**src/verilog/tic_regs.svh**
```systemverilog
// Register offsets, field positions, reset values and vectors of the timer
// interrupt and status flag block.
// Assumes a data memory bus with 8-bit registers at byte offsets.
`ifndef TIC_REGS_SVH
`define TIC_REGS_SVH

`define TIC_ADDR_W 8
`define TIC_CPU_FLAGS_OFF 8'h0A
`define TIC_IRQ_CONTROL_OFF 8'h0B

// cpu_flags fields
`define TIC_CARRY_BIT 0
`define TIC_HALF_CARRY_BIT 1
`define TIC_ZERO_BIT 2
`define TIC_OVERFLOW_BIT 3
`define TIC_POWER_DOWN_BIT 4
`define TIC_TIMEOUT_BIT 5
`define TIC_CPU_FLAGS_WMASK 8'h0F
`define TIC_CPU_FLAGS_RMASK 8'h3F
`define TIC_CPU_FLAGS_RESET 8'h00

// irq_control fields
`define TIC_MASTER_EN_BIT 0
`define TIC_TMR_A_EN_BIT 2
`define TIC_TMR_B_EN_BIT 3
`define TIC_TMR_A_REQ_BIT 5
`define TIC_TMR_B_REQ_BIT 6
`define TIC_IRQ_CONTROL_RMASK 8'h6D
`define TIC_IRQ_CONTROL_RESET 8'h00

// Vector offsets within the active program bank
`define TIC_VEC_W 13
`define TIC_TMR_A_VECTOR 13'h0008
`define TIC_TMR_B_VECTOR 13'h000C

`define TIC_STACK_LEVELS 8

`endif

```
**src/verilog/tic_pkg.sv**
```systemverilog
// Types of the timer interrupt and status flag block.
// Assumes tic_regs.svh supplies all numeric constants.
package tic_pkg;

  typedef enum logic [1:0] {
    TIC_SRC_NONE,
    TIC_SRC_TMR_A,
    TIC_SRC_TMR_B
  } tic_src_type;

  typedef enum logic [1:0] {
    TIC_ALU_NONE,
    TIC_ALU_ARITH,
    TIC_ALU_LOGIC,
    TIC_ALU_ROTATE
  } tic_alu_op_type;

endpackage : tic_pkg

```
**src/verilog/tic_core.sv**
```systemverilog
// Timer interrupt controller and CPU flags register of the MCU core.
// Assumes the sequencer, stack and ALU share i_clk; only the halt wake
// input comes from outside the clock domain.
//
// Operation
// - Timer A overflow sets request flag at irq_control bit 5.
// - Timer A flag, enables, stack not full: call to vector 08H.
// - Acknowledge clears the serviced request flag and the master enable.
// - Timer B mirrors timer A: enable bit 3, request flag bit 6.
// - Both pending: timer A first (08H), then timer B (0CH).
// - No acknowledge while stack full; resume after stack pointer decrements.
// - With master enable cleared, new requests only set their flags.
// - Software re-enabling master and source enables allows nested interrupts.
// - Return from interrupt sets master enable; plain return leaves it.
// - Only program counter is pushed; cpu_flags is never saved.
// - Requests between two phase-two pulses become eligible on the later pulse and are serviced at the next instruction boundary.
// - Request flag stays set until serviced or cleared by software.
// - irq_control: master enable bit 0, timer A enable bit 2; 1,4,7 zero.
// - Every interrupt source wakes the device from halt.
// - Carry: add carry or subtract no-borrow; rotate-through-carry updates it.
// - Half carry: low-nibble carry in add, no nibble borrow in subtract.
// - Zero flag set when arithmetic or logical result is zero.
// - Overflow set when carry into top bit differs from carry out.
// - Power-down: cleared by power-up or watchdog clear, set by halt.
// - Time-out: cleared by power-up, watchdog clear or halt; set on time-out.
// - Writes change arithmetic flags only; bits 6 and 7 read zero.
// - Vector address lies within the currently selected program bank.
// - Return stack has eight levels; full when all eight are occupied.
`timescale 1ns/1ps
`include "tic_regs.svh"

module tic_core #(
  parameter int unsigned BANK_W = 2,
  parameter int unsigned STACK_LEVELS = `TIC_STACK_LEVELS
) (
  input wire logic i_clk,
  input wire logic i_rstn,
  // Data memory register port
  input wire logic [`TIC_ADDR_W-1:0] i_addr,
  input wire logic i_wr,
  input wire logic i_rd,
  input wire logic [7:0] i_wdata,
  output logic [7:0] o_rdata,
  // Timer overflows, one-cycle pulses
  input wire logic i_tmr_a_overflow,
  input wire logic i_tmr_b_overflow,
  // Sequencer
  input wire logic i_phase_two_pulse,
  input wire logic i_instr_boundary,
  input wire logic i_stack_full,
  input wire logic [BANK_W-1:0] i_bank,
  input wire logic i_return_from_interrupt,
  input wire logic i_return_from_subroutine,
  input wire logic i_halt_instruction,
  input wire logic i_watchdog_clear_instruction,
  input wire logic i_watchdog_timeout,
  input wire logic i_halted,
  input wire logic i_port_wake_async,
  output logic o_irq_call,
  output logic [BANK_W+`TIC_VEC_W-1:0] o_irq_vector,
  output logic o_wake,
  // ALU flag update
  input wire tic_pkg::tic_alu_op_type i_alu_op,
  input wire logic i_alu_sub,
  input wire logic [7:0] i_alu_a,
  input wire logic [7:0] i_alu_b,
  input wire logic i_alu_carry_in,
  input wire logic [7:0] i_alu_result,
  input wire logic i_rotate_carry,
  output logic [7:0] o_cpu_flags,
  output logic [7:0] o_irq_control
);

  // Refused at elaboration, before any logic is built
  if (BANK_W < 1 || BANK_W > 8) begin : g_bad_bank_w
    $error("tic_core: BANK_W out of range");
  end
  if (STACK_LEVELS != `TIC_STACK_LEVELS) begin : g_bad_stack_levels
    $error("tic_core: stack depth must be eight");
  end

  ////////////////////////////////////////////////////////////////////////
  // Register decode

  function automatic logic hit(input logic [`TIC_ADDR_W-1:0] a,
                               input logic [`TIC_ADDR_W-1:0] off);
    hit = (a == off);
  endfunction : hit

  logic wr_flags;
  logic wr_irqc;
  logic rd_flags;
  logic rd_irqc;

  always_comb begin
    wr_flags = i_wr && hit(i_addr, `TIC_CPU_FLAGS_OFF);
    wr_irqc = i_wr && hit(i_addr, `TIC_IRQ_CONTROL_OFF);
    rd_flags = i_rd && hit(i_addr, `TIC_CPU_FLAGS_OFF);
    rd_irqc = i_rd && hit(i_addr, `TIC_IRQ_CONTROL_OFF);
  end

  ////////////////////////////////////////////////////////////////////////
  // Interrupt control and arbitration

  logic master_irq_enable_q;
  logic master_irq_enable_d;
  logic tmr_a_irq_enable_q;
  logic tmr_a_irq_enable_d;
  logic tmr_b_irq_enable_q;
  logic tmr_b_irq_enable_d;
  logic tmr_a_request_flag_q;
  logic tmr_a_request_flag_d;
  logic tmr_b_request_flag_q;
  logic tmr_b_request_flag_d;
  // Requests latched at a phase-two pulse; eligible from then on
  logic tmr_a_sampled_q;
  logic tmr_a_sampled_d;
  logic tmr_b_sampled_q;
  logic tmr_b_sampled_d;
  logic irq_call_q;
  logic irq_call_d;
  logic [BANK_W+`TIC_VEC_W-1:0] irq_vector_q;
  logic [BANK_W+`TIC_VEC_W-1:0] irq_vector_d;
  logic wake_q;
  logic wake_d;
  logic port_wake;
  tic_pkg::tic_src_type grant;

  tic_sync u_port_wake_sync (
    .i_clk(i_clk),
    .i_rstn(i_rstn),
    .i_async(i_port_wake_async),
    .o_level(port_wake)
  );

  always_comb begin
    master_irq_enable_d = master_irq_enable_q;
    tmr_a_irq_enable_d = tmr_a_irq_enable_q;
    tmr_b_irq_enable_d = tmr_b_irq_enable_q;
    tmr_a_request_flag_d = tmr_a_request_flag_q;
    tmr_b_request_flag_d = tmr_b_request_flag_q;
    tmr_a_sampled_d = tmr_a_sampled_q && tmr_a_request_flag_q;
    tmr_b_sampled_d = tmr_b_sampled_q && tmr_b_request_flag_q;
    irq_call_d = 1'b0;
    irq_vector_d = irq_vector_q;
    grant = tic_pkg::TIC_SRC_NONE;

    // Flags become eligible on the phase-two pulse after they rise
    if (i_phase_two_pulse) begin
      tmr_a_sampled_d = tmr_a_request_flag_q;
      tmr_b_sampled_d = tmr_b_request_flag_q;
    end

    // Acknowledge needs the master enable, source enable and room on the stack
    if (master_irq_enable_q && i_instr_boundary && !i_stack_full && !i_halted) begin
      if (tmr_a_sampled_q && tmr_a_request_flag_q && tmr_a_irq_enable_q) begin
        grant = tic_pkg::TIC_SRC_TMR_A;
      end else if (tmr_b_sampled_q && tmr_b_request_flag_q && tmr_b_irq_enable_q) begin
        grant = tic_pkg::TIC_SRC_TMR_B;
      end
    end

    // Software writes first; hardware events below override them
    if (wr_irqc) begin
      master_irq_enable_d = i_wdata[`TIC_MASTER_EN_BIT];
      tmr_a_irq_enable_d = i_wdata[`TIC_TMR_A_EN_BIT];
      tmr_b_irq_enable_d = i_wdata[`TIC_TMR_B_EN_BIT];
      tmr_a_request_flag_d = i_wdata[`TIC_TMR_A_REQ_BIT];
      tmr_b_request_flag_d = i_wdata[`TIC_TMR_B_REQ_BIT];
    end

    if (i_return_from_interrupt) begin
      master_irq_enable_d = 1'b1;
    end

    case (grant)
      tic_pkg::TIC_SRC_TMR_A: begin
        irq_call_d = 1'b1;
        // Bank bits kept, offset replaced by the vector
        irq_vector_d = {i_bank, `TIC_TMR_A_VECTOR};
        tmr_a_request_flag_d = 1'b0;
        tmr_a_sampled_d = 1'b0;
        master_irq_enable_d = 1'b0;
      end
      tic_pkg::TIC_SRC_TMR_B: begin
        irq_call_d = 1'b1;
        irq_vector_d = {i_bank, `TIC_TMR_B_VECTOR};
        tmr_b_request_flag_d = 1'b0;
        tmr_b_sampled_d = 1'b0;
        master_irq_enable_d = 1'b0;
      end
      default: begin
      end
    endcase

    // A new overflow wins over any clear in the same cycle
    if (i_tmr_a_overflow) begin
      tmr_a_request_flag_d = 1'b1;
    end
    if (i_tmr_b_overflow) begin
      tmr_b_request_flag_d = 1'b1;
    end

    // Any newly raised request or port stimulus ends halt
    wake_d = i_halted && (i_tmr_a_overflow || i_tmr_b_overflow || port_wake);
  end

  always_ff @(posedge i_clk or negedge i_rstn) begin
    if (!i_rstn) begin
      master_irq_enable_q <= 1'b0;
      tmr_a_irq_enable_q <= 1'b0;
      tmr_b_irq_enable_q <= 1'b0;
      tmr_a_request_flag_q <= 1'b0;
      tmr_b_request_flag_q <= 1'b0;
      tmr_a_sampled_q <= 1'b0;
      tmr_b_sampled_q <= 1'b0;
      irq_call_q <= 1'b0;
      irq_vector_q <= '0;
      wake_q <= 1'b0;
    end else begin
      master_irq_enable_q <= master_irq_enable_d;
      tmr_a_irq_enable_q <= tmr_a_irq_enable_d;
      tmr_b_irq_enable_q <= tmr_b_irq_enable_d;
      tmr_a_request_flag_q <= tmr_a_request_flag_d;
      tmr_b_request_flag_q <= tmr_b_request_flag_d;
      tmr_a_sampled_q <= tmr_a_sampled_d;
      tmr_b_sampled_q <= tmr_b_sampled_d;
      irq_call_q <= irq_call_d;
      irq_vector_q <= irq_vector_d;
      wake_q <= wake_d;
    end
  end

  ////////////////////////////////////////////////////////////////////////
  // CPU flags

  logic carry_q;
  logic carry_d;
  logic half_carry_flag_q;
  logic half_carry_flag_d;
  logic zero_q;
  logic zero_d;
  logic overflow_flag_q;
  logic overflow_flag_d;
  logic power_down_flag_q;
  logic power_down_flag_d;
  logic timeout_flag_q;
  logic timeout_flag_d;
  logic [8:0] sum9;
  logic [4:0] sum5;
  logic [7:0] sum8;
  logic [7:0] opnd_b;

  always_comb begin
    carry_d = carry_q;
    half_carry_flag_d = half_carry_flag_q;
    zero_d = zero_q;
    overflow_flag_d = overflow_flag_q;
    power_down_flag_d = power_down_flag_q;
    timeout_flag_d = timeout_flag_q;
    // Subtraction as a + ~b + cin, so a carry out means no borrow
    opnd_b = i_alu_sub ? ~i_alu_b : i_alu_b;
    sum9 = {1'b0, i_alu_a} + {1'b0, opnd_b} + {8'h00, i_alu_carry_in};
    sum5 = {1'b0, i_alu_a[3:0]} + {1'b0, opnd_b[3:0]} + {4'h0, i_alu_carry_in};
    sum8 = {1'b0, i_alu_a[6:0]} + {1'b0, opnd_b[6:0]} + {7'h00, i_alu_carry_in};

    // Plain writes touch only the four arithmetic flags
    if (wr_flags) begin
      carry_d = i_wdata[`TIC_CARRY_BIT];
      half_carry_flag_d = i_wdata[`TIC_HALF_CARRY_BIT];
      zero_d = i_wdata[`TIC_ZERO_BIT];
      overflow_flag_d = i_wdata[`TIC_OVERFLOW_BIT];
    end

    case (i_alu_op)
      tic_pkg::TIC_ALU_ARITH: begin
        carry_d = sum9[8];
        half_carry_flag_d = sum5[4];
        zero_d = (i_alu_result == 8'h00);
        overflow_flag_d = sum8[7] ^ sum9[8];
      end
      tic_pkg::TIC_ALU_LOGIC: begin
        zero_d = (i_alu_result == 8'h00);
      end
      tic_pkg::TIC_ALU_ROTATE: begin
        carry_d = i_rotate_carry;
      end
      default: begin
      end
    endcase

    // Halt and watchdog clear are distinct instructions, never together
    if (i_watchdog_clear_instruction) begin
      power_down_flag_d = 1'b0;
      timeout_flag_d = 1'b0;
    end
    if (i_halt_instruction) begin
      power_down_flag_d = 1'b1;
      timeout_flag_d = 1'b0;
    end
    if (i_watchdog_timeout) begin
      timeout_flag_d = 1'b1;
    end
  end

  // Power-up reset clears both sticky flags; other resets are the
  // sequencer's business and leave them alone
  always_ff @(posedge i_clk or negedge i_rstn) begin
    if (!i_rstn) begin
      carry_q <= 1'b0;
      half_carry_flag_q <= 1'b0;
      zero_q <= 1'b0;
      overflow_flag_q <= 1'b0;
      power_down_flag_q <= 1'b0;
      timeout_flag_q <= 1'b0;
    end else begin
      carry_q <= carry_d;
      half_carry_flag_q <= half_carry_flag_d;
      zero_q <= zero_d;
      overflow_flag_q <= overflow_flag_d;
      power_down_flag_q <= power_down_flag_d;
      timeout_flag_q <= timeout_flag_d;
    end
  end

  ////////////////////////////////////////////////////////////////////////
  // Read data and mirrors

  logic [7:0] flags_img;
  logic [7:0] irqc_img;
  logic [7:0] rdata_q;
  logic [7:0] rdata_d;
  logic [7:0] flags_out_q;
  logic [7:0] irqc_out_q;

  always_comb begin
    flags_img = 8'h00;
    flags_img[`TIC_CARRY_BIT] = carry_q;
    flags_img[`TIC_HALF_CARRY_BIT] = half_carry_flag_q;
    flags_img[`TIC_ZERO_BIT] = zero_q;
    flags_img[`TIC_OVERFLOW_BIT] = overflow_flag_q;
    flags_img[`TIC_POWER_DOWN_BIT] = power_down_flag_q;
    flags_img[`TIC_TIMEOUT_BIT] = timeout_flag_q;
    irqc_img = 8'h00;
    irqc_img[`TIC_MASTER_EN_BIT] = master_irq_enable_q;
    irqc_img[`TIC_TMR_A_EN_BIT] = tmr_a_irq_enable_q;
    irqc_img[`TIC_TMR_B_EN_BIT] = tmr_b_irq_enable_q;
    irqc_img[`TIC_TMR_A_REQ_BIT] = tmr_a_request_flag_q;
    irqc_img[`TIC_TMR_B_REQ_BIT] = tmr_b_request_flag_q;
    rdata_d = 8'h00;
    if (rd_flags) begin
      rdata_d = flags_img;
    end else if (rd_irqc) begin
      rdata_d = irqc_img;
    end
  end

  always_ff @(posedge i_clk or negedge i_rstn) begin
    if (!i_rstn) begin
      rdata_q <= 8'h00;
      flags_out_q <= 8'h00;
      irqc_out_q <= 8'h00;
    end else begin
      rdata_q <= rdata_d;
      flags_out_q <= flags_img;
      irqc_out_q <= irqc_img;
    end
  end

  // For a call only the strobe and vector go out; the sequencer pushes the
  // program counter alone and never the flags
  assign o_irq_call = irq_call_q;
  assign o_irq_vector = irq_vector_q;
  assign o_wake = wake_q;
  assign o_rdata = rdata_q;
  assign o_cpu_flags = flags_out_q;
  assign o_irq_control = irqc_out_q;

endmodule : tic_core

```
**src/verilog/tic_sync.sv**
```systemverilog
// Three-stage input synchroniser with agreement filter.
// Assumes the input is asynchronous to i_clk; the output changes once the
// second and third stages agree.
`timescale 1ns/1ps

module tic_sync (
  input wire logic i_clk,
  input wire logic i_rstn,
  input wire logic i_async,
  output logic o_level
);

  logic [2:0] stage_q;
  logic [2:0] stage_d;
  logic level_q;
  logic level_d;

  always_comb begin
    stage_d = {stage_q[1:0], i_async};
    // Stage 0 is read only by stage 1
    level_d = (stage_q[1] == stage_q[2]) ? stage_q[2] : level_q;
  end

  always_ff @(posedge i_clk or negedge i_rstn) begin
    if (!i_rstn) begin
      stage_q <= 3'h0;
      level_q <= 1'b0;
    end else begin
      stage_q <= stage_d;
      level_q <= level_d;
    end
  end

  assign o_level = level_q;

endmodule : tic_sync

```
**config.mk**
```make
export PLATFORM = sky130hd
export DESIGN_NAME = tic_core
export DESIGN_NICKNAME = d
export VERILOG_FILES = /design/src/verilog/tic_pkg.sv /design/src/verilog/tic_core.sv /design/src/verilog/tic_sync.sv
export VERILOG_INCLUDE_DIRS = /design/src /design/src/verilog
export SDC_FILE = /design/constraint.sdc
export NUM_CORES = 1
export LEC_CHECK = 0
export BUFFER_PORTS_ARGS = -buffer_cell sky130_fd_sc_hd__buf_2
export CAP_MARGIN = 20
export CORE_AREA = 8 8 66 82
export CTS_CLUSTER_SIZE = 20
export DETAILED_ROUTE_END_ITERATION = 8
export DIE_AREA = 0 0 74 90
export GPL_ROUTABILITY_DRIVEN = 0
export GPL_TIMING_DRIVEN = 0
export HOLD_SLACK_MARGIN = 0.05
export PLACE_DENSITY = 0.8
export RECOVER_POWER = 50
export SLEW_MARGIN = 20
export SYNTH_ARGS = -nofsm -noshare
export SYNTH_HDL_FRONTEND = slang
export SYNTH_SLANG_ARGS = --single-unit
```
**constraint.sdc**
```tcl
create_clock -name i_clk -period 2.75 [get_ports i_clk]
set_input_delay 0 -clock i_clk [delete_from_list [all_inputs] [get_ports i_clk]]
set_output_delay 0 -clock i_clk [all_outputs]
set_load 0.02 [all_outputs]
```
==> results.tsv, run 1 <==
stage	metric	value	unit
global_routing	GRT Overall Usage	13.9	%
pwr	Design Power	1.37	mW
sta	setup violators final	0	
clock_network	post-CTS setup buffers	0	
setup_path	Crit path depth	8	
global_routing	largest net degree at the start of global routing	42	
routing	Final ANT Viol Nets	0	
sta	Hold Fails Final Rpt	0	
routing	total wire length	4640	um
sta	final worst slack	0.301	ns
run_status	status	finished, violations left	
final_layout	fin cells	342	
clock_network	clock root cell	clkbuf_8	
clock_network	clk slew on worst S/H paths	0.08	ns
sta	clock skew	0.00918	ns
synth	Yosys top cell by area	dfrtp_1	
clock_network	cts hold-fix bufs	23	
setup_path	CP required	2.98	ns
routing	vias after detailed routing	1593	
final_layout	synthesis-to-layout area growth	43.9	%
min_path	Hold Crit Class	in2reg	
setup_path	crit path DAT	2.68	ns
synth	Post-synth EDFFs	0	
placed_design	total placed cells including tap cells	310	
setup_path	Reg2Reg Setup Slack	0.95	ns
sta	Period minus WS final	2.45	ns
placed_design	dpl ws	0.778	ns
floorplan	Die H	90	um
clock_network	Clk Latency, worst-skew pair	0.29	ns
clock_network	H-tree depth	2	
setup_path	WP buf/inv	5	
placed_design	hpwl dp	3530	um
setup_path	Crit path top cell by count	dlygate4sd3_1	
final_layout	# fillers	350	
setup_path	Worst setup EP type	flip-flop	
floorplan	die area	6660	um2
synth	Synth Warn #	0	
final_layout	final instance area	2760	um2
synth	number of synthesized register bits	41	
synth	Synth Flop Type	dfrtp_1	
setup_path	Top delay family on crit path	buffers and inverters	
routing	drt pass-1 iters	4	
floorplan	Die W	74	um
run_status	failing checks	capacitance limit, slew limit	
clock_network	cts bufs inserted	5	
setup_path	Critical Path Start	i_alu_result[6]	
pwr	Pleak	1.39	nW
global_routing	total gr overflow	0	
sta	Max Freq	408	MHz
synth	ys async rst share	100	%
sta	WHS	0.105	ns
clock_network	CTS tree	yes	
setup_path	crit path capture	zero_q	
floorplan	row count	27	
synth	Syn Inst Count	154	
sta	final period utilization	89.0	%
sta	worst slew pin tran	2.04	ns
floorplan	Top Ports	104	
synth	Mean Syn Cell Area	12.4	um2
routing	WL per Instance	13.6	um
sta	Fin Setup TNS	0	ns
global_routing	initial antenna violation count	1	
synth	Synth top area share	53.5	%
routing	drt initial violations	94	
setup_path	worst r2r path cells	4	
routing	DR vias/cell	4.66	
flow_run	max cap viols	1	
final_layout	Core Util, Final	65.3	%
setup_path	CP Max Fanout	1	
setup_path	critical path class	in2reg	
setup_path	R2R Path End	master_irq_enable_q	
clock_network	Max Root-Sink Buffers	2	
sta	RSZ-0062 raised after global routing	false	
clock_network	clk sinks	41	
floorplan	Initial Utilization	45.4	%
synth	sequential share of the synthesized area	53.5	%
clock_network	post-cts sizing count	0	
sta	Worst slew margin	-35.7	%
global_routing	first-pass GRT wire length	7250	um
sta	max-slew violation count	42	
setup_path	crit-path max cell delay	0.58	ns
synth	count of cell types in the netlist	38	
setup_path	FF-to-FF Start	tmr_a_request_flag_q	
synth	synth top area cells	dfrtp_1 (54%), buf_4 (6.7%), ha_1 (6.5%), xor2_1 (3.7%), mux2i_1 (2.6%)	
routing	DRC viols	0	
setup_path	slowest cell on the critical path	dlygate4sd3_1	
setup_path	type of element launching the critical path	primary input	
pwr	PD cells	496	nW/um2
placed_design	dpl cell area	2460	um2
pwr	VDD IR-drop max	0.000182	V
final_layout	nets@finish	355	
synth	Netlist Area Pre-Place	1920	um2
global_routing	vias in the first global route	1660	
final_layout	layout cells sized above 1	33.2	%
placed_design	Port Buf Inserts	82	
floorplan	core area	4220	um2
setup_path	crit-path cells	dlygate4sd3_1, buf_2, nor4_1, dlygate4sd3_1, a21oi_1, dlygate4sd3_1, a21oi_1, dlygate4sd3_1	
-- power breakdown --
group | switching [mW] | internal [mW] | leakage, nW
Combinational | 0.155 | 0.132 | 0.850
Clock | 0.204 | 0.203 | 0.0512
Sequential | 0.0247 | 0.649 | 0.484
Total | 0.383 | 0.984 | 1.39
-- flip-flops by register name, summed over array words and instances, names as in the netlist, 3 cells and up --
register	count
o_rdata	7
o_cpu_flags	6
o_irq_control	5
o_irq_vector	4
u_port_wake_sync.stage_q	3
-- how the worst min path moves through the flow --
| stage | startpoint | cells after the start | slack (ns) | end |
|---|---|---|---|---|
| 2_1_floorplan | i_rstn | 0 | -0.30 | carry_q |
| 4_1_cts | i_instr_boundary | 3 | 0.11 | o_irq_call |
| 3_5_place_dp | i_port_wake_async | 1 | 0.11 | u_port_wake_sync.stage_q[0] |
| 3_3_place_gp | i_port_wake_async | 1 | 0.11 | u_port_wake_sync.stage_q[0] |
| 5_1_grt | i_wdata[1] | 4 | 0.13 | half_carry_flag_q |
| 6_report | i_wdata[1] | 4 | 0.11 | half_carry_flag_q |
-- metal layers --
layer	track usage, %	routed length, um	vias to the layer above
met5	0	0	-
met4	6.52	100	0
met3	5.89	512	9
met2	23.4	2260	83
met1	14.1	1760	735
li1	-	-	766
-- cells in the final DEF, fill, tap and decap left out, types with 2 or more instances in the layout --
| cell | n |
|---|---|
| inv_1 | 5 |
| clkbuf_1 | 26 |
| nor4_1 | 2 |
| nor2_1 | 8 |
| a21o_1 | 3 |
| buf_2 | 57 |
| buf_4 | 17 |
| o21bai_1 | 3 |
| mux2_4 | 2 |
| mux2i_1 | 5 |
| dlygate4sd3_1 | 23 |
| nand3_1 | 6 |
| a21oi_1 | 8 |
| nor3_1 | 2 |
| xor2_1 | 8 |
| o21ai_0 | 3 |
| and2_1 | 3 |
| dfrtp_1 | 41 |
| mux2_2 | 3 |
| conb_1 | 17 |
| ha_1 | 10 |
| clkbuf_8 | 6 |
| a22o_1 | 5 |
-- Yosys cell counts, types with 5 or more instances --
cell type  instances
ha_1              10
a21oi_1            8
buf_4             17
nor2_1             8
mux2i_1            5
a22o_1             5
nand3_1            6
xor2_1             8
inv_1              5
dfrtp_1           41
-- tightest hold or removal path, delay by kind of cell --
kind | cells | cell delay [ns]
AO/OA/AOI/OAI | 1 | 0.10
buffers and inverters | 1 | 0.08
AND/OR/NAND/NOR | 1 | 0.04
multiplexers | 1 | 0.14
-- logic make-up after synthesis --
family	Yosys count	share of synthesized area, %
buf+inv	23	7.83
simple gates	32	11.6
other cells	1	0.196
compound gates	27	9.60
mux	11	6.53
flops	41	53.5
fa+ha+maj	11	7.05
xor+xnor	8	3.66
-- area by class of cell --
cell class	count	area, um2	area share [%]
Timing Repair Buffer	105	609	22.1
Inverter	5	18.8	0.681
Tap cell	58	72.6	2.63
Clock inverter	2	13.8	0.499
Multi-Input combinational cell	106	801	29.0
Antenna cell	1	2.50	0.0907
Sequential cell	41	1030	37.2
Buffer	18	131	4.76
Clock buffer	6	82.6	2.99
No activity file was read; power rests on OpenSTA's default activity.
==> run 2: changes to the inputs <==
CORE_AREA = 8 8 71 89   (was 8 8 66 82)
DIE_AREA = 0 0 79 97   (was 0 0 74 90)
PLACE_DENSITY = 0.71   (was 0.8)
clock period = 2.05 ns   (was 2.75 ns; I/O delays follow)
==> run 2 against run 1 <==
Effect of this change:
- the run now ends clean
- core utilization down 9.6 points
- setup slack worse by 0.17 ns
- register-to-register slack worse by 0.66 ns
- total power up 31%
- cell count up 0.88%
- cell area down 0.27%
- clock power up 24%
- wire length up 1.5%
- die area up 15%
- critical path type unchanged
- largest power group unchanged
==> results.tsv, run 2 (synthesized netlist as in run 1, its figures left out) <==
stage	metric	value	unit
run_status	status	completed	
setup_path	type of element launching the critical path	primary input	
final_layout	flip-flop and latch area	1030	um2
clock_network	clock root cell	clkbuf_8	
final_layout	layout cells sized above 1	33.2	%
routing	DRC viols	0	
final_layout	multi-input logic area	801	um2
setup_path	Worst setup EP type	flip-flop	
setup_path	CP Max Fanout	1	
routing	WL per Instance	13.6	um
floorplan	die area	7660	um2
setup_path	worst r2r path cells	4	
global_routing	total gr overflow	0	
routing	vias after detailed routing	1543	
clock_network	post-CTS setup buffers	0	
final_layout	commonest non-fill, non-tap cell in the layout	buf_2	
setup_path	critical path class	in2reg	
global_routing	initial antenna violation count	0	
floorplan	Top Ports	104	
pwr	PD cells	651	nW/um2
clock_network	H-tree depth	2	
routing	total wire length	4710	um
placed_design	dpl cell area	2460	um2
global_routing	first-pass GRT wire length	7770	um
sta	WHS	0.0862	ns
clock_network	clk sinks	41	
global_routing	vias in the first global route	1709	
min_path	hold endpoint	zero_q	
final_layout	# fillers	472	
final_layout	Largest register FFs	7	
final_layout	Core Util, Final	55.7	%
setup_path	CP required	2.27	ns
setup_path	crit-path max cell delay	0.58	ns
floorplan	Initial Utilization	38.8	%
sta	setup violators final	0	
floorplan	Die H	97	um
setup_path	crit-path cells	dlygate4sd3_1, buf_2, nor4_1, dlygate4sd3_1, a21oi_1, dlygate4sd3_1, a21oi_1	
flow_run	max cap viols	0	
sta	worst slew pin tran	0.996	ns
global_routing	GRT Overall Usage	12.5	%
final_layout	nets@finish	355	
sta	final period utilization	93.4	%
final_layout	synthesis-to-layout area growth	43.5	%
min_path	hold wc startpoint	i_alu_op[1]	
global_routing	largest net degree at the start of global routing	42	
final_layout	most frequent cells in the layout	buf_2 (56), dfrtp_1 (41), clkbuf_1 (26)	
routing	Final ANT Viol Nets	0	
final_layout	ant diodes	0	
placed_design	Port Buf Inserts	82	
placed_design	dpl ws	0.0961	ns
pwr	Design Power	1.79	mW
placed_design	hpwl dp	3710	um
sta	Period minus WS final	1.91	ns
routing	drt initial violations	24	
clock_network	Clk Latency, worst-skew pair	0.29	ns
setup_path	R2R Path End	master_irq_enable_q	
sta	Hold Fails Final Rpt	0	
final_layout	final instance area	2750	um2
routing	drt pass-1 iters	4	
min_path	Min-Delay Path Depth	4	
setup_path	slowest cell on the critical path	dlygate4sd3_1	
clock_network	Max Root-Sink Buffers	2	
clock_network	CTS tree	yes	
sta	max-slew violation count	0	
min_path	Hold Crit Class	in2reg	
routing	DR vias/cell	4.47	
floorplan	row count	29	
sta	final worst slack	0.136	ns
sta	clock skew	0.00799	ns
setup_path	Crit path top cell by count	dlygate4sd3_1	
sta	Fin Setup TNS	0	ns
setup_path	Reg2Reg Setup Slack	0.29	ns
clock_network	cts bufs inserted	5	
clock_network	clk slew on worst S/H paths	0.08	ns
setup_path	FF-to-FF Start	master_irq_enable_q	
sta	RSZ-0062 raised after global routing	false	
placed_design	total placed cells including tap cells	314	
final_layout	fin cells	345	
setup_path	crit path DAT	2.14	ns
sta	Max Freq	522	MHz
pwr	VDD IR-drop max	0.000299	V
floorplan	Die W	79	um
floorplan	core area	4930	um2
pwr	Pleak	1.38	nW
sta	Worst slew margin	33.6	%
[run 2: power breakdown]
group,total [mW],switching [mW],internal (mW)
combinational,0.384,0.208,0.175
sequential,0.902,0.0316,0.871
clock,0.503,0.268,0.235
total,1.79,0.508,1.28
[run 2: routing by layer]
metal / vias to the layer above / track usage, % / share of wire [%]
met5: - / 0 / 0
met4: 0 / 4.86 / 2.0
met3: 12 / 5.56 / 9.6
met2: 73 / 21.4 / 51
met1: 694 / 12.7 / 37
li1: 764 / - / -
[run 2: layout make-up]
type,instances,share of cell area (%)
Sequential cell,41,37.3
Multi-Input combinational cell,106,29.1
Timing Repair Buffer,105,22.2
Buffer,18,4.78
Tap cell,62,2.82
Clock buffer,5,2.50
Inverter,5,0.682
Clock inverter,3,0.637
[run 2: what timing repair did]
| action | CTS | global route |
|---|---|---|
| gates resized for setup | 0 | 0 |
| hold endpoints to repair | 56 | 0 |
| hold buffers | 23 | 0 |
[run 2: worst max path at each step]
stage | slack [ns] | endpoint | startpoint | cells past startpoint
5_1_grt | 0.008 | zero_q | i_alu_result[7] | 7
2_1_floorplan | 0.28 | overflow_flag_q | i_alu_sub | 8
3_5_place_dp | 0.1 | carry_q | i_alu_sub | 7
4_1_cts | 0.14 | zero_q | i_alu_result[7] | 7
6_report | 0.14 | zero_q | i_alu_result[7] | 7
3_3_place_gp | 0.15 | overflow_flag_q | i_alu_sub | 8
[run 2: worst max-delay path, delay by kind of cell]
kind / cells / cell delay (ns)
buffers and inverters: 4 / 1.78
AND/OR/NAND/NOR: 1 / 0.20
AO/OA/AOI/OAI: 2 / 0.16
==> run 3: changes to the inputs <==
REMOVE_ABC_BUFFERS = 1   (was default)
==> run 3 against run 2 <==
Effect of this change:
- critical path depth did not move
- sequential cell count did not move
- clock skew fell by 0.0021 ns
- sequential share of layout area rose by 1.3 points
- combinational power fell by 7.0%
- register-to-register slack barely moved
- die area did not move
- cell area fell by 3.3%
- global-route usage fell by 0.19 points
==> results.tsv, run 3 (synthesized netlist as in run 1, its figures left out) <==
stage	metric	value	unit
run_status	status	completed	
setup_path	Reg2Reg Setup Slack	0.28	ns
final_layout	synthesis-to-layout area growth	38.7	%
final_layout	nets@finish	338	
routing	Final ANT Viol Nets	0	
sta	Max Freq	537	MHz
setup_path	Worst setup EP type	flip-flop	
routing	DR vias/cell	4.54	
min_path	Min-Delay Path Depth	4	
global_routing	met2 GRT Util	20.4	%
sta	Period minus WS final	1.86	ns
sta	Fin Setup TNS	0	ns
global_routing	GRT met3 Usage	5.00	%
clock_network	post-CTS setup buffers	0	
final_layout	Largest register FFs	7	
global_routing	GRT Overall Usage	12.3	%
placed_design	hpwl dp	3570	um
final_layout	commonest non-fill, non-tap cell in the layout	buf_2	
placed_design	Port Buf Inserts	83	
clock_network	clk slew on worst S/H paths	0.07	ns
sta	Worst slew margin	34.5	%
clock_network	Clk Latency, worst-skew pair	0.29	ns
setup_path	crit path DAT	2.08	ns
setup_path	critical path class	in2reg	
routing	total wire length	4600	um
final_layout	most frequent cells in the layout	buf_2 (56), dfrtp_1 (41), clkbuf_1 (27)	
setup_path	worst r2r path cells	4	
setup_path	CP Max Fanout	1	
min_path	hold endpoint	zero_q	
floorplan	Initial Utilization	38.8	%
floorplan	Die W	79	um
final_layout	final instance area	2660	um2
setup_path	FF-to-FF Start	master_irq_enable_q	
clock_network	cts bufs inserted	5	
routing	DRC viols	0	
sta	RSZ-0062 raised after global routing	false	
routing	drt initial violations	34	
clock_network	clock root cell	clkbuf_8	
sta	worst slew pin tran	0.982	ns
floorplan	core area	4930	um2
sta	setup violators final	0	
floorplan	Top Ports	104	
setup_path	R2R Path End	tmr_b_request_flag_q	
min_path	Hold Crit Class	in2reg	
sta	max-slew violation count	0	
global_routing	total gr overflow	0	
global_routing	initial antenna violation count	0	
placed_design	dpl cell area	2340	um2
flow_run	max cap viols	0	
pwr	Pleak	1.30	nW
global_routing	largest net degree at the start of global routing	42	
floorplan	row count	29	
global_routing	vias in the first global route	1655	
routing	vias after detailed routing	1488	
sta	final period utilization	90.8	%
final_layout	layout cells sized above 1	28.9	%
min_path	hold wc startpoint	i_alu_op[1]	
final_layout	ant diodes	0	
setup_path	CP required	2.27	ns
sta	Hold Fails Final Rpt	0	
routing	drt pass-1 iters	2	
pwr	PD cells	721	nW/um2
clock_network	Max Root-Sink Buffers	2	
clock_network	H-tree depth	2	
clock_network	CTS tree	yes	
floorplan	die area	7660	um2
routing	WL per Instance	14.0	um
floorplan	Die H	97	um
clock_network	clk sinks	41	
pwr	VDD IR-drop max	0.000319	V
sta	clock skew	0.00589	ns
global_routing	met1 Track Usage GR	13.0	%
setup_path	type of element launching the critical path	primary input	
global_routing	grt peak-use layer	met2	
global_routing	first-pass GRT wire length	7530	um
-- run 3: worst max path at each step --
stage                     depth (start not counted)  slack [ns]            start       to
after floorplan                                   5        0.55        i_addr[4]  carry_q
after global placement                            6        0.33        i_addr[4]  carry_q
after detailed placement                          7        0.31        i_alu_sub  carry_q
after CTS                                         7        0.19  i_alu_result[6]   zero_q
after global routing                              7        0.07  i_alu_result[6]   zero_q
final                                             7        0.19  i_alu_result[6]   zero_q
-- run 3: where the power goes --
group	internal (mW)	total [mW]	switching [mW]
sequential	0.871	0.904	0.0329
clock	0.397	0.657	0.260
combinational	0.153	0.357	0.204
total	1.42	1.92	0.497
-- run 3: critical path: stages --
cell and delay [ns]:
dlygate4sd3_1 0.54, buf_2 0.13, nor4_2 0.11, dlygate4sd3_1 0.57, a21oi_1 0.05, dlygate4sd3_1 0.56
a21oi_1 0.11
-- run 3: timing repair --
action	4_1_cts	5_1_grt
endpoints found under the setup margin	0	1
hold endpoints to repair	56	0
hold buffers	23	0
gates resized for setup	0	1
-- run 3: area by class of cell --
class | count | area [um2]
fillers | 470 | 2280
flip-flops and latches | 41 | 1030
multi-input cells | 106 | 807
repair buffers | 106 | 613
clock buffers | 7 | 86.3
well taps | 62 | 77.6
clock inverters | 1 | 30.0
inverters | 5 | 18.8
-- run 3: stage by stage --
step | worst slack [ns] | hold slack (ns) | util (%) | cells | total power [mW]
after floorplan | 0.550 | -0.296 | - | 152 | 1.10
after global placement | 0.329 | 0.109 | 47.4 | 297 | 1.25
after detailed placement | 0.309 | 0.110 | 47.4 | 297 | 1.26
after CTS | 0.192 | 0.0873 | 54.4 | 328 | 1.95
after global routing | 0.0742 | 0.107 | 53.9 | 328 | 2.02
final | 0.189 | 0.0860 | 53.9 | 328 | 1.92
-- run 3: per-layer routing --
layer  part of all wire, %  vias to the layer above
li1                      -                      729
met1                    39                      677
met2                    50                       75
met3                   9.2                        7
met4                   2.1                        0
met5                     0                        -
